### src/core/qd_pkg.sv
// Constants, register map and helper functions of the quadrature decoder.
// Assumes one clock domain and a 32-bit AXI4-Lite register port.
package qd_pkg;

    // Register indices; byte address is four times the index
    localparam logic [15:0] CFG1_IDX = 16'ha070;
    localparam logic [15:0] CFG2_IDX = 16'ha071;
    localparam logic [15:0] CFG3_IDX = 16'ha072;
    localparam logic [15:0] CNTL_IDX = 16'ha074;
    localparam logic [15:0] CNTH_IDX = 16'ha075;
    localparam logic [15:0] MAXL_IDX = 16'ha076;
    localparam logic [15:0] MAXH_IDX = 16'ha077;

    localparam logic [7:0] REG_RESET = 8'h00;
    localparam logic [15:0] CNT_RESET = 16'h0000;

    // Config one fields
    localparam int MODE_LSB = 6;
    localparam int SAMPLE_CLOCK_SCALE_LSB = 4;
    localparam int SWAP_BIT = 3;
    localparam int DEBOUNCE_SCALE_LSB = 0;
    // Status fields
    localparam int DIR_BIT = 7;
    localparam int PHASE_ERROR_FLAG_BIT = 6;
    localparam int RELOAD_MODE_LSB = 4;
    localparam int TCF_BIT = 3;
    localparam int INDEX_EVENT_FLAG_BIT = 2;
    localparam int DIRECTION_CHANGE_FLAG_BIT = 1;
    localparam int COUNT_CHANGE_FLAG_BIT = 0;
    // Config three fields
    localparam int IEN_LSB = 3;
    localparam int INDEX_INPUT_GATE_BIT = 2;
    localparam int INDEX_MATCH_SEL_LSB = 0;

    localparam logic [1:0] MODE_OFF = 2'h0;
    localparam logic [1:0] MODE_X1 = 2'h1;
    localparam logic [1:0] MODE_X2 = 2'h2;
    localparam logic [1:0] MODE_X4 = 2'h3;

    localparam logic [1:0] RESP_OKAY = 2'h0;
    localparam logic [1:0] RESP_SLVERR = 2'h2;

    // Next phase state when turning up: 00, 10, 11, 01
    function automatic logic [1:0] qd_gray_up(input logic [1:0] s);
        case (s)
            2'h0: qd_gray_up = 2'h2;
            2'h2: qd_gray_up = 2'h3;
            2'h3: qd_gray_up = 2'h1;
            default: qd_gray_up = 2'h0;
        endcase
    endfunction

    // Index qualifying up transition {from, to}
    function automatic logic [3:0] qd_idx_pair(input logic [1:0] sel);
        case (sel)
            2'h0: qd_idx_pair = 4'h2;
            2'h1: qd_idx_pair = 4'hb;
            2'h2: qd_idx_pair = 4'h4;
            default: qd_idx_pair = 4'hd;
        endcase
    endfunction

    // Tick masks, period is mask plus one
    function automatic logic [7:0] qd_sample_mask(input logic [1:0] code);
        case (code)
            2'h0: qd_sample_mask = 8'h03;
            2'h1: qd_sample_mask = 8'h0f;
            2'h2: qd_sample_mask = 8'h3f;
            default: qd_sample_mask = 8'hff;
        endcase
    endfunction

    function automatic logic [7:0] qd_db_mask(input logic [2:0] code);
        case (code)
            3'h1: qd_db_mask = 8'h01;
            3'h2: qd_db_mask = 8'h03;
            3'h3: qd_db_mask = 8'h07;
            3'h4: qd_db_mask = 8'h0f;
            3'h5: qd_db_mask = 8'h3f;
            3'h6: qd_db_mask = 8'h7f;
            default: qd_db_mask = 8'hff;
        endcase
    endfunction

endpackage

### src/core/qd_tick.sv
// Free running divider giving a one-cycle tick every mask+1 clocks.
// Assumes the mask is a run of low ones.
`timescale 1ns/1ps
`default_nettype none
module qd_tick #(
    parameter int CNT_W = 8
) (
    input wire logic aclk,
    input wire logic aresetn,
    input wire logic [CNT_W-1:0] div_mask,
    output logic tick_q
);
    logic [CNT_W-1:0] cnt_q;

    always_ff @(posedge aclk) begin
        if (!aresetn) begin
            cnt_q <= '0;
            tick_q <= 1'b0;
        end else begin
            cnt_q <= cnt_q + 1'b1;
            tick_q <= (cnt_q & div_mask) == div_mask;
        end
    end
endmodule // qd_tick
`default_nettype wire

### src/core/qd_debounce.sv
// Pin synchroniser and three-sample debounce filter.
// Assumes raw inputs are asynchronous pins; tick comes from qd_tick.
`timescale 1ns/1ps
`default_nettype none
module qd_debounce #(
    parameter int N = 3
) (
    input wire logic aclk,
    input wire logic aresetn,
    input wire logic [N-1:0] raw_in,
    input wire logic tick,
    input wire logic bypass,
    output logic [N-1:0] clean_q
);
    logic [N-1:0] sync1_q;
    logic [N-1:0] sync2_q;
    logic [N-1:0] hist1_q;
    logic [N-1:0] hist2_q;
    logic [N-1:0] agree1;
    logic [N-1:0] agree0;

    assign agree1 = sync2_q & hist1_q & hist2_q;
    assign agree0 = ~(sync2_q | hist1_q | hist2_q);

    always_ff @(posedge aclk) begin
        if (!aresetn) begin
            sync1_q <= '0;
            sync2_q <= '0;
        end else begin
            sync1_q <= raw_in;
            sync2_q <= sync1_q;
        end
    end

    always_ff @(posedge aclk) begin
        if (!aresetn) begin
            hist1_q <= '0;
            hist2_q <= '0;
            clean_q <= '0;
        end else if (bypass) begin
            hist1_q <= sync2_q;
            hist2_q <= sync2_q;
            clean_q <= sync2_q;
        end else if (tick) begin
            hist1_q <= sync2_q;
            hist2_q <= hist1_q;
            clean_q <= (clean_q & ~agree0) | agree1;
        end
    end
endmodule // qd_debounce
`default_nettype wire

### src/core/qd_top.sv
// Quadrature decoder with position counter and AXI4-Lite registers.
// Assumes phase and index pins are asynchronous to aclk.
//
// Implementation choice: register access over AXI4-Lite.
`timescale 1ns/1ps
`default_nettype none
module qd_top #(
    parameter int ADDR_W = 18
) (
    input wire logic aclk,
    input wire logic aresetn,
    input wire logic [ADDR_W-1:0] s_axi_awaddr,
    input wire logic s_axi_awvalid,
    output logic s_axi_awready,
    input wire logic [31:0] s_axi_wdata,
    input wire logic [3:0] s_axi_wstrb,
    input wire logic s_axi_wvalid,
    output logic s_axi_wready,
    output logic [1:0] s_axi_bresp,
    output logic s_axi_bvalid,
    input wire logic s_axi_bready,
    input wire logic [ADDR_W-1:0] s_axi_araddr,
    input wire logic s_axi_arvalid,
    output logic s_axi_arready,
    output logic [31:0] s_axi_rdata,
    output logic [1:0] s_axi_rresp,
    output logic s_axi_rvalid,
    input wire logic s_axi_rready,
    input wire logic phase_a_input,
    input wire logic phase_b_input,
    input wire logic index_input,
    output logic irq_req_q,
    output logic tc_event_q,
    output logic index_event_q
);
    // Bus state
    logic [ADDR_W-1:0] awaddr_q;
    logic [7:0] wbyte_q;
    logic wlane_q;
    logic do_wr;
    logic wr_hit;
    logic [15:0] wr_idx;

    // Registers
    logic [1:0] decode_resolution_sel_q;
    logic [1:0] sample_clock_scale_q;
    logic swap_q;
    logic [2:0] debounce_scale_q;
    logic [1:0] reload_mode_q;
    logic [4:0] irq_en_q;
    logic index_input_gate_q;
    logic [1:0] index_match_sel_q;
    logic [15:0] position_counter_q;
    logic [15:0] position_counter_d;
    logic [15:0] position_limit_q;
    logic dir_q;
    logic phase_error_flag_q;
    logic terminal_count_flag_q;
    logic index_event_flag_q;
    logic direction_change_flag_q;
    logic count_change_flag_q;

    // Decoder
    logic [2:0] pins_clean;
    logic db_tick;
    logic smp_tick;
    logic [1:0] prev_q;
    logic [1:0] cur;
    logic [3:0] idx_pair;
    logic enabled;
    logic up_t;
    logic dn_t;
    logic both_chg;
    logic step;
    logic idx_ev;
    logic idx_gated;
    logic tc_ev;
    logic reload;
    logic [15:0] reload_val;

    // Write strobes
    logic wr_cfg1;
    logic wr_cfg2;
    logic wr_cfg3;
    logic wr_cntl;
    logic wr_cnth;
    logic wr_maxl;
    logic wr_maxh;

    qd_tick #(
        .CNT_W(8)
    ) u_db_tick (
        .aclk(aclk),
        .aresetn(aresetn),
        .div_mask(qd_pkg::qd_db_mask(debounce_scale_q)),
        .tick_q(db_tick)
    );

    qd_tick #(
        .CNT_W(8)
    ) u_smp_tick (
        .aclk(aclk),
        .aresetn(aresetn),
        .div_mask(qd_pkg::qd_sample_mask(sample_clock_scale_q)),
        .tick_q(smp_tick)
    );

    qd_debounce #(
        .N(3)
    ) u_debounce (
        .aclk(aclk),
        .aresetn(aresetn),
        .raw_in({index_input, phase_a_input, phase_b_input}),
        .tick(db_tick),
        .bypass(debounce_scale_q == 3'h0),
        .clean_q(pins_clean)
    );

    // Phase decode
    assign enabled = decode_resolution_sel_q != qd_pkg::MODE_OFF;
    assign cur = swap_q ? {pins_clean[0], pins_clean[1]} : pins_clean[1:0];
    assign idx_gated = pins_clean[2] & index_input_gate_q;
    assign up_t = cur == qd_pkg::qd_gray_up(prev_q);
    assign dn_t = prev_q == qd_pkg::qd_gray_up(cur);
    assign both_chg = &(cur ^ prev_q);
    assign idx_pair = qd_pkg::qd_idx_pair(index_match_sel_q);

    always_comb begin
        step = 1'b0;
        case (decode_resolution_sel_q)
            qd_pkg::MODE_X1: step = (up_t && prev_q == 2'h0) || (dn_t && cur == 2'h0);
            qd_pkg::MODE_X2: step = (up_t || dn_t) && (cur[1] != prev_q[1]);
            qd_pkg::MODE_X4: step = up_t || dn_t;
            default: step = 1'b0;
        endcase
        step = step && enabled && smp_tick;
    end

    always_comb begin
        idx_ev = 1'b0;
        if (decode_resolution_sel_q == qd_pkg::MODE_X1) begin
            idx_ev = step;
        end else if (up_t) begin
            idx_ev = prev_q == idx_pair[3:2] && cur == idx_pair[1:0];
        end else if (dn_t) begin
            idx_ev = prev_q == idx_pair[1:0] && cur == idx_pair[3:2];
        end
        idx_ev = idx_ev && idx_gated && enabled && smp_tick;
    end

    // Terminal count on a step from max going up or from zero going down
    assign tc_ev = step && (up_t ? position_counter_q == position_limit_q
                                 : position_counter_q == 16'h0000);
    assign reload_val = up_t ? 16'h0000 : position_limit_q;
    assign reload = (idx_ev && reload_mode_q[0]) || (tc_ev && reload_mode_q[1]);

    always_comb begin
        position_counter_d = position_counter_q;
        if (reload) begin
            position_counter_d = reload_val;
        end else if (step) begin
            position_counter_d = up_t ? position_counter_q + 16'h0001
                                      : position_counter_q - 16'h0001;
        end
    end

    // Write decode
    assign wr_idx = awaddr_q[17:2];
    assign do_wr = !s_axi_awready && !s_axi_wready && !s_axi_bvalid;
    assign wr_hit = (awaddr_q >> 18) == '0 && awaddr_q[1:0] == 2'h0
        && (wr_idx == qd_pkg::CFG1_IDX || wr_idx == qd_pkg::CFG2_IDX
        || wr_idx == qd_pkg::CFG3_IDX || wr_idx == qd_pkg::CNTL_IDX
        || wr_idx == qd_pkg::CNTH_IDX || wr_idx == qd_pkg::MAXL_IDX
        || wr_idx == qd_pkg::MAXH_IDX);
    assign wr_cfg1 = do_wr && wlane_q && wr_hit && wr_idx == qd_pkg::CFG1_IDX;
    assign wr_cfg2 = do_wr && wlane_q && wr_hit && wr_idx == qd_pkg::CFG2_IDX;
    assign wr_cfg3 = do_wr && wlane_q && wr_hit && wr_idx == qd_pkg::CFG3_IDX;
    assign wr_cntl = do_wr && wlane_q && wr_hit && wr_idx == qd_pkg::CNTL_IDX;
    assign wr_cnth = do_wr && wlane_q && wr_hit && wr_idx == qd_pkg::CNTH_IDX;
    assign wr_maxl = do_wr && wlane_q && wr_hit && wr_idx == qd_pkg::MAXL_IDX;
    assign wr_maxh = do_wr && wlane_q && wr_hit && wr_idx == qd_pkg::MAXH_IDX;

    // Write address and data channels, taken in either order
    always_ff @(posedge aclk) begin
        if (!aresetn) begin
            s_axi_awready <= 1'b1;
            s_axi_wready <= 1'b1;
            s_axi_bvalid <= 1'b0;
            s_axi_bresp <= qd_pkg::RESP_OKAY;
            awaddr_q <= '0;
            wbyte_q <= qd_pkg::REG_RESET;
            wlane_q <= 1'b0;
        end else begin
            if (s_axi_awvalid && s_axi_awready) begin
                awaddr_q <= s_axi_awaddr;
                s_axi_awready <= 1'b0;
            end
            if (s_axi_wvalid && s_axi_wready) begin
                wbyte_q <= s_axi_wdata[7:0];
                wlane_q <= s_axi_wstrb[0];
                s_axi_wready <= 1'b0;
            end
            if (do_wr) begin
                s_axi_bvalid <= 1'b1;
                s_axi_bresp <= wr_hit ? qd_pkg::RESP_OKAY : qd_pkg::RESP_SLVERR;
            end
            if (s_axi_bvalid && s_axi_bready) begin
                s_axi_bvalid <= 1'b0;
                s_axi_awready <= 1'b1;
                s_axi_wready <= 1'b1;
            end
        end
    end

    // Read channel, one cycle from address to data
    always_ff @(posedge aclk) begin
        if (!aresetn) begin
            s_axi_arready <= 1'b1;
            s_axi_rvalid <= 1'b0;
            s_axi_rdata <= 32'h0000_0000;
            s_axi_rresp <= qd_pkg::RESP_OKAY;
        end else if (s_axi_arvalid && s_axi_arready) begin
            s_axi_arready <= 1'b0;
            s_axi_rvalid <= 1'b1;
            s_axi_rresp <= qd_pkg::RESP_OKAY;
            s_axi_rdata <= 32'h0000_0000;
            if ((s_axi_araddr >> 18) != '0 || s_axi_araddr[1:0] != 2'h0) begin
                s_axi_rresp <= qd_pkg::RESP_SLVERR;
            end else begin
                case (s_axi_araddr[17:2])
                    qd_pkg::CFG1_IDX: s_axi_rdata[7:0] <= {decode_resolution_sel_q,
                        sample_clock_scale_q, swap_q, debounce_scale_q};
                    qd_pkg::CFG2_IDX: s_axi_rdata[7:0] <= {dir_q, phase_error_flag_q,
                        reload_mode_q, terminal_count_flag_q, index_event_flag_q,
                        direction_change_flag_q, count_change_flag_q};
                    qd_pkg::CFG3_IDX: s_axi_rdata[7:0] <= {irq_en_q, index_input_gate_q,
                        index_match_sel_q};
                    qd_pkg::CNTL_IDX: s_axi_rdata[7:0] <= position_counter_q[7:0];
                    qd_pkg::CNTH_IDX: s_axi_rdata[7:0] <= position_counter_q[15:8];
                    qd_pkg::MAXL_IDX: s_axi_rdata[7:0] <= position_limit_q[7:0];
                    qd_pkg::MAXH_IDX: s_axi_rdata[7:0] <= position_limit_q[15:8];
                    default: s_axi_rresp <= qd_pkg::RESP_SLVERR;
                endcase
            end
        end else if (s_axi_rvalid && s_axi_rready) begin
            s_axi_rvalid <= 1'b0;
            s_axi_arready <= 1'b1;
        end
    end

    // Configuration registers
    always_ff @(posedge aclk) begin
        if (!aresetn) begin
            decode_resolution_sel_q <= 2'h0;
            sample_clock_scale_q <= 2'h0;
            swap_q <= 1'b0;
            debounce_scale_q <= 3'h0;
            reload_mode_q <= 2'h0;
            irq_en_q <= 5'h00;
            index_input_gate_q <= 1'b0;
            index_match_sel_q <= 2'h0;
        end else begin
            if (wr_cfg1) begin
                decode_resolution_sel_q <= wbyte_q[qd_pkg::MODE_LSB +: 2];
                sample_clock_scale_q <= wbyte_q[qd_pkg::SAMPLE_CLOCK_SCALE_LSB +: 2];
                swap_q <= wbyte_q[qd_pkg::SWAP_BIT];
                debounce_scale_q <= wbyte_q[qd_pkg::DEBOUNCE_SCALE_LSB +: 3];
            end
            if (wr_cfg2) begin
                reload_mode_q <= wbyte_q[qd_pkg::RELOAD_MODE_LSB +: 2];
            end
            if (wr_cfg3) begin
                irq_en_q <= wbyte_q[qd_pkg::IEN_LSB +: 5];
                index_input_gate_q <= wbyte_q[qd_pkg::INDEX_INPUT_GATE_BIT];
                index_match_sel_q <= wbyte_q[qd_pkg::INDEX_MATCH_SEL_LSB +: 2];
            end
        end
    end

    // Limit register
    always_ff @(posedge aclk) begin
        if (!aresetn) begin
            position_limit_q <= qd_pkg::CNT_RESET;
        end else begin
            if (wr_maxl) begin
                position_limit_q[7:0] <= wbyte_q;
            end
            if (wr_maxh) begin
                position_limit_q[15:8] <= wbyte_q;
            end
        end
    end

    // Position counter; a software load overrides a decoder step
    always_ff @(posedge aclk) begin
        if (!aresetn) begin
            position_counter_q <= qd_pkg::CNT_RESET;
        end else if (wr_cntl) begin
            position_counter_q[7:0] <= wbyte_q;
        end else if (wr_cnth) begin
            position_counter_q[15:8] <= wbyte_q;
        end else begin
            position_counter_q <= position_counter_d;
        end
    end

    // Phase history and direction
    always_ff @(posedge aclk) begin
        if (!aresetn) begin
            prev_q <= 2'h0;
            dir_q <= 1'b0;
        end else begin
            if (smp_tick) begin
                prev_q <= cur;
            end
            if (step) begin
                dir_q <= up_t;
            end
        end
    end

    // Event flags: hardware set wins over a write of zero
    always_ff @(posedge aclk) begin
        if (!aresetn) begin
            phase_error_flag_q <= 1'b0;
            terminal_count_flag_q <= 1'b0;
            index_event_flag_q <= 1'b0;
            direction_change_flag_q <= 1'b0;
            count_change_flag_q <= 1'b0;
        end else begin
            phase_error_flag_q <= (phase_error_flag_q
                && !(wr_cfg2 && !wbyte_q[qd_pkg::PHASE_ERROR_FLAG_BIT]))
                || (enabled && smp_tick && both_chg);
            terminal_count_flag_q <= (terminal_count_flag_q
                && !(wr_cfg2 && !wbyte_q[qd_pkg::TCF_BIT])) || tc_ev;
            index_event_flag_q <= (index_event_flag_q
                && !(wr_cfg2 && !wbyte_q[qd_pkg::INDEX_EVENT_FLAG_BIT])) || idx_ev;
            direction_change_flag_q <= (direction_change_flag_q
                && !(wr_cfg2 && !wbyte_q[qd_pkg::DIRECTION_CHANGE_FLAG_BIT]))
                || (step && up_t != dir_q);
            count_change_flag_q <= (count_change_flag_q
                && !(wr_cfg2 && !wbyte_q[qd_pkg::COUNT_CHANGE_FLAG_BIT]))
                || (position_counter_d != position_counter_q);
        end
    end

    // Interrupt request and event pulses for a capture unit
    always_ff @(posedge aclk) begin
        if (!aresetn) begin
            irq_req_q <= 1'b0;
            tc_event_q <= 1'b0;
            index_event_q <= 1'b0;
        end else begin
            irq_req_q <= |(irq_en_q & {terminal_count_flag_q, index_event_flag_q,
                direction_change_flag_q, count_change_flag_q,
                phase_error_flag_q});
            tc_event_q <= tc_ev;
            index_event_q <= idx_ev;
        end
    end

endmodule // qd_top
`default_nettype wire

### config.mk
export PLATFORM = sky130hd
export DESIGN_NAME = qd_top
export DESIGN_NICKNAME = d
export VERILOG_FILES = /design/src/core/qd_pkg.sv /design/src/core/qd_tick.sv /design/src/core/qd_debounce.sv /design/src/core/qd_top.sv
export SDC_FILE = /design/constraint.sdc
export NUM_CORES = 1
export LEC_CHECK = 0
export BUFFER_PORTS_ARGS = -buffer_cell sky130_fd_sc_hd__buf_2
export CORE_MARGIN = 2
export CORE_UTILIZATION = 60
export DETAILED_ROUTE_END_ITERATION = 10
export HOLD_SLACK_MARGIN = 0.15
export MAX_ROUTING_LAYER = met4
export PLACE_DENSITY = 0.84
export SLEW_MARGIN = 20
export SYNTH_ARGS = -nofsm -noshare
export SYNTH_HDL_FRONTEND = slang
export SYNTH_SLANG_ARGS = --single-unit
### constraint.sdc
create_clock -name aclk -period 6.8 [get_ports aclk]
set_input_delay 0 -clock aclk [delete_from_list [all_inputs] [get_ports aclk]]
set_output_delay 0 -clock aclk [all_outputs]
set_load 0.02 [all_outputs]
==> flow_summary.ini, run 1 <==
[run_status]
status = completed

[die]
dieArea_sq_mm = 0.0140
rows = 41
coreArea_sq_mm = 0.0127
start_util_pct = 61.8
ios = 126
fp.dieW_microns = 118
fp.dieH_microns = 118

[timing]
worstMarginPinSlew_ns = 0.909
finalHoldViolCount = 0
tns_ns = 0
fin_crit_sh_pct = 65.5
slew_headroom_pct = 38.9
skew_ns = 0.00750
hold_ws_ns = 0.284
setup_viol = 0
min_period_ns = 4.46
max_freq_mhz = 224
slew_viol_final = 0
rsz0062_at_grt = false

[place]
port_buffers = 72
hpwl_microns = 14000
gp_congestion = 0.990

[route]
post_drt_wl_per_cell_microns = 18.0
routed_via_density = 6.26
ant_nets = 0
drtPass1Iterations = 10
post-route-drc-count = 0
routed_wl_microns = 22300
drtIter0Drc = 1092
vias = 7741

[worst_setup_path]
cp.required_ns = 7.11
crit_top_cell = o211ai_1
arrival_ns = 4.77
crit_path_start_kind = register
ff2ff_path_depth = 13
worstPathCellList = nor3b_1, o211ai_1, and3_1, ha_1, a211oi_1, o211ai_1, a41oi_1, o21ai_0, a221o_1, xnor2_1, o21a_1, o31ai_1, a21oi_1
r2r_slack_ns = 2.34
cp-end-kind = register
worst_r2r_endpoint = position_counter_q[15]
worst_path_largest_cell_delay_ns = 0.78
criticalPathCategory = register to register
crit_fanout = 19
slowest_stage = dfxtp_1
rr_startpoint = u_debounce.clean_q[1]

[logic_synthesis]
ys_seq_elements = 136
synthAdderAreaFrac_pct = 2.80
synthXorXnorAreaFrac_pct = 5.24
synth_mux_area_share_pct = 7.59
synth_top_family_by_area = compound AO/OA/AOI/OAI gates
netlist_area_sq_mm = 0.00786
synth_cell_types = 82
syn_area_per_cell_sq_um = 8.14
synth-edff-count = 0
synth_compound_area_share_pct = 22.0
yosys_warnings = 0
synthSimpleGateAreaFrac_pct = 20.7
yosysSeqAreaShare_pct = 34.6
syn_inst = 966
synth-async-reset-ratio_pct = 0
ys.flop_type = dfxtp_1

[pwr]
power.density_cell_area_mw_per_mm2 = 214
p_leak_uw = 0.00351
peakVddDrop_mv = 0.256

[hold_path]
holdCritStartpoint = s_axi_wvalid
min_path_type = primary input to register
worstHoldEndpoint = wbyte_q[3]
hold_depth = 4

[clocking]
clock_sinks = 136
cts.clk_slew.worst_paths_ns = 0.06
cts_max_path_buffers = 2
cts_root_buffer = clkbuf_16
clock_latency_ns = 0.42
cts_buffers = 17
h-tree-depth = 4
cts_tree = built
cts_resized = 0

[run]
drv_cap = 0

[global_route]
antenna_found_initial = 0
grt_max_degree = 79
grt_pass1_wl_microns = 35900
grt_overflow = 0
grt_pass1_vias = 7276
grt_util_all_layers_pct = 32.5

[cells_and_area]
area_growth_syn_to_layout_pct = 17.5
drive_gt1_share_pct = 12.5
fill_cells = 936
nNetsFinal = 1150
n_antenna_cell = 0
==> how the worst max path moves through the flow <==
| stage | endpoint | start | slack [ns] | depth (start not counted) |
|---|---|---|---|---|
| after floorplan | position_counter_q[15] | u_debounce.clean_q[0] | 2.72 | 16 |
| after global placement | position_counter_q[15] | u_debounce.clean_q[1] | 2.43 | 13 |
| after detailed placement | position_counter_q[15] | u_debounce.clean_q[1] | 2.38 | 13 |
| after CTS | position_counter_q[15] | u_debounce.clean_q[1] | 2.34 | 13 |
| after global routing | position_counter_q[15] | u_debounce.clean_q[1] | 1.84 | 13 |
| final | position_counter_q[15] | u_debounce.clean_q[1] | 2.34 | 13 |
==> critical path: cells and delay by family, from the launching register on <==
family	cells	cell delay, ns
XOR/XNOR	1	0.15
adder cells (fa/ha/maj)	1	0.39
AO/OA/AOI/OAI	9	2.15
flip-flops	1	0.78
AND/OR/NAND/NOR	2	0.87
==> sequential cells by signal (all words and copies together) (netlist names), 5 cells and up <==
signal and cells:
u_smp_tick.cnt_q 8, awaddr_q 18, wbyte_q 8, s_axi_rdata 8, irq_en_q 5, u_db_tick.cnt_q 8, position_limit_q 16, position_counter_q 16
==> placed cells by master, fill, tap and decap left out, drive strengths merged, types with 9 or more instances in the layout <==
cell type	instances
clkbuf	19
and2	11
nor2b	10
a211oi	23
nand4	10
nor4	9
nand2b	14
dlygate4sd3	51
buf	78
dfxtp	136
o21a	9
nand3	28
conb	26
xnor2	32
a31oi	17
nor2	100
o21ai	52
nor3	12
a21oi	87
nand2	103
or3	10
a222oi	10
ha	16
mux2	10
a22oi	20
mux2i	48
xor2	12
inv	19
==> cell usage after synthesis, types with 14 or more instances <==
| cell type | n | area, sq um |
|---|---|---|
| a22oi_1 | 20 | 150 |
| nand2_1 | 103 | 387 |
| a31oi_1 | 17 | 106 |
| o21ai_0 | 47 | 235 |
| nor2_1 | 99 | 372 |
| clkbuf_1 | 48 | 180 |
| mux2i_1 | 48 | 480 |
| xnor2_1 | 32 | 280 |
| dfxtp_1 | 136 | 2720 |
| buf_4 | 28 | 210 |
| ha_1 | 16 | 200 |
| a21oi_1 | 86 | 430 |
| nand3_1 | 27 | 135 |
| nand2b_1 | 14 | 87.6 |
| a211oi_1 | 23 | 173 |
| inv_1 | 15 | 56.3 |
==> timing repair <==
item / 4_1_cts / 5_1_grt
setup buffers: 0 / 0
hold buffers: 51 / 0
hold endpoints to repair: 53 / 0
==> where the power goes <==
group / switching (uW) / internal [uW] / leakage, uW
Clock: 361 / 619 / 0.000300
Sequential: 28.2 / 816 / 0.00110
Combinational: 85.3 / 65.4 / 0.00210
Total: 475 / 1500 / 0.00351
==> final cells by class <==
class                      count  area, sq um  area share [%]
clock inverter                13          195            2.11
sequential                   136         2720            29.5
timing repair buffer         129          916            9.92
inverter                      17         65.1           0.704
multi-input combinational    750         4690            50.8
clock buffer                  19          433            4.69
tap                          172          215            2.33
==> cell families (layout without fill, tap and decap cells) <==
kind of cell	after synthesis	after routing
AOI/OAI and AO/OA	267	267
xor gates and xnor gates	44	44
adders and majority gates	17	17
buffers and inverters	105	178
DFF	136	136
muxes	58	58
other	1	26
and+or+nand+nor	338	338
==> per-stage QoR <==
stage	std cells	total power, uW	worst slack (ns)	area [sq um]	util (%)
after floorplan	991	949	2.72	7960	-
after global placement	1153	976	2.43	8100	63.7
after detailed placement	1153	979	2.38	8100	63.7
after CTS	1236	1970	2.34	9240	72.6
after global routing	1236	2030	1.84	9240	72.6
final	1236	1970	2.34	9240	72.6
==> per-layer routing <==
layer / vias up / global-route usage, % / routed length, microns
li1: 3612 / - / -
met4: 0 / 14.2 / 910
met2: 439 / 53.1 / 10500
met1: 3597 / 38.9 / 8920
met5: - / - / 0
met3: 93 / 6.61 / 1980
(Power assumes the default switching activity.)
==> inputs of run 2 (changes only) <==
--- a/config.mk
+++ b/config.mk
@@ -7,11 +7,11 @@
 export LEC_CHECK = 0
 export BUFFER_PORTS_ARGS = -buffer_cell sky130_fd_sc_hd__buf_2
 export CORE_MARGIN = 2
-export CORE_UTILIZATION = 60
+export CORE_UTILIZATION = 57
 export DETAILED_ROUTE_END_ITERATION = 10
 export HOLD_SLACK_MARGIN = 0.15
 export MAX_ROUTING_LAYER = met4
-export PLACE_DENSITY = 0.84
+export PLACE_DENSITY = 0.8
 export SLEW_MARGIN = 20
 export SYNTH_ARGS = -nofsm -noshare
 export SYNTH_HDL_FRONTEND = slang
==> constraint.sdc (replaced) <==
create_clock -name aclk -period 4.2 [get_ports aclk]
set_input_delay 0 -clock aclk [delete_from_list [all_inputs] [get_ports aclk]]
set_output_delay 0 -clock aclk [all_outputs]
set_load 0.02 [all_outputs]
==> run 2 against run 1 <==
Effect of this change: global-route usage down 0.94 points; hold slack worse by 0.024 ns; sequential power up 61%; die area up 5.1%; flip-flop and latch count unchanged; sequential share of layout area down 0.11 points.
==> flow_summary.ini, run 2 (synthesis gave the netlist of run 1 again) <==
[run_status]
status = completed

[die]
ios = 126
coreArea_sq_mm = 0.0133
dieArea_sq_mm = 0.0147
fp.dieW_microns = 121
start_util_pct = 58.9
fp.dieH_microns = 121
rows = 42

[clocking]
cts.clk_slew.worst_paths_ns = 0.06
clock_sinks = 136
h-tree-depth = 4
cts_root_buffer = clkbuf_16
cts_tree = built
clock_latency_ns = 0.42
cts_buffers = 17
cts_max_path_buffers = 2

[timing]
slew_viol_final = 0
tns_ns = 0
min_period_ns = 3.76
fin_crit_sh_pct = 89.5
slew_headroom_pct = 28.4
rsz0062_at_grt = false
worstMarginPinSlew_ns = 1.07
skew_ns = 0.00601
finalHoldViolCount = 0
max_freq_mhz = 266
setup_viol = 0

[global_route]
grt_util_all_layers_pct = 31.6
grt_overflow = 0
grt_pass1_vias = 7269
grt_max_degree = 97
grt_pass1_wl_microns = 35800
antenna_found_initial = 1

[place]
hpwl_microns = 14300
port_buffers = 72
gp_congestion = 0.985

[cells_and_area]
fill_cells = 1040
most-common-layout-cells = dfxtp_1, nand2_1, nor2_1
largest-register = awaddr_q
drive_gt1_share_pct = 13.3
top_regs = awaddr_q: 18 flops, position_counter_q: 16 flops, position_limit_q: 16 flops
nNetsFinal = 1159
largest_reg_flops = 18
area_growth_syn_to_layout_pct = 18.0
final_common_cell = dfxtp_1

[pwr]
totalPowerFinal_uw = 3090
power.density_cell_area_mw_per_mm2 = 333
peakVddDrop_mv = 0.279
p_leak_uw = 0.00354

[route]
drtPass1Iterations = 8
drtIter0Drc = 891
routed_wl_microns = 21700
post-route-drc-count = 0
ant_nets = 0
routed_via_density = 6.13
vias = 7668
post_drt_wl_per_cell_microns = 17.4

[run]
drv_cap = 0

[hold_path]
min_path_type = primary input to register

[worst_setup_path]
worst_path_largest_cell_delay_ns = 0.46
arrival_ns = 4.06
crit_buf_inv = 1
slowest_stage = dfxtp_1
crit_fanout = 9
criticalPathCategory = register to register
cp-end-kind = register
worstPathCellList = buf_4, nor2b_1, o21ai_1, and3_1, ha_1, a211oi_1, o211ai_1, a41oi_1, o21ai_0, a221o_1, xnor2_1, o21a_1, o31ai_1, a21oi_1
cp_top_family = compound AO/OA/AOI/OAI gates
cp.required_ns = 4.50
crit_path_start_kind = register
-- run 2: final timing paths --
| path | slack, ns | startpoint | cells after the start | endpoint |
|---|---|---|---|---|
| max | 0.44 | prev_q[0] | 14 | position_counter_q[15] |
| min | 0.26 | s_axi_wvalid | 4 | wbyte_q[4] |
| max reg2reg | 0.44 | prev_q[0] | 14 | position_counter_q[15] |
| min reg2reg | 0.43 | u_debounce.sync1_q[0] | 1 | u_debounce.sync2_q[0] |
-- run 2: repair_timing --
action	in CTS	in global routing
setup endpoints to repair	0	2
hold buffers	50	0
endpoints found under the hold margin	52	0
buffers inserted	0	0
resized for setup	0	1
-- run 2: final cells by class --
type,count,area (sq um),area share (%)
Tap cell,176,220,2.37
Sequential cell,136,2720,29.4
Timing Repair Buffer,138,981,10.6
Multi-Input combinational cell,750,4690,50.6
Antenna cell,1,2.50,0.0270
Clock inverter,9,115,1.24
Clock buffer,23,478,5.15
Inverter,17,65.1,0.701
-- run 2: power breakdown --
group	total (uW)	internal (uW)	switching, uW
registers	1360	1320	42.2
logic	245	106	138
clock network	1480	925	559
total	3090	2350	739
-- run 2: layer usage --
metal  up-vias  share of wire (%)  track usage, %
met5         -                  0               -
met4         0                2.8            12.2
met3        63                8.8            7.33
met2       394                 46            49.9
met1      3588                 42            39.3
li1       3623                  -               -
-- run 2: through the flow --
| stage | hold slack (ns) | setup slack [ns] | utilization (%) | std cells | cell area (sq um) |
|---|---|---|---|---|---|
| floorplan | 0.100 | 0.117 | - | 991 | 7960 |
| global placement | 0.209 | 0.466 | 61.3 | 1167 | 8180 |
| detailed placement | 0.215 | 0.426 | 61.3 | 1167 | 8180 |
| CTS | 0.235 | 0.370 | 69.5 | 1249 | 9270 |
| global route | 0.285 | 0.148 | 69.5 | 1250 | 9280 |
| finish | 0.260 | 0.442 | 69.5 | 1250 | 9280 |
-- run 2: worst reg2reg max path, cell delays in order (launching register included) --
cell and delay (ns):
dfxtp_1 0.46, buf_4 0.24, nor2b_1 0.14, o21ai_1 0.07
and3_1 0.26, ha_1 0.33, a211oi_1 0.39, o211ai_1 0.17
a41oi_1 0.40, o21ai_0 0.21, a221o_1 0.34, xnor2_1 0.14
o21a_1 0.18, o31ai_1 0.21, a21oi_1 0.09
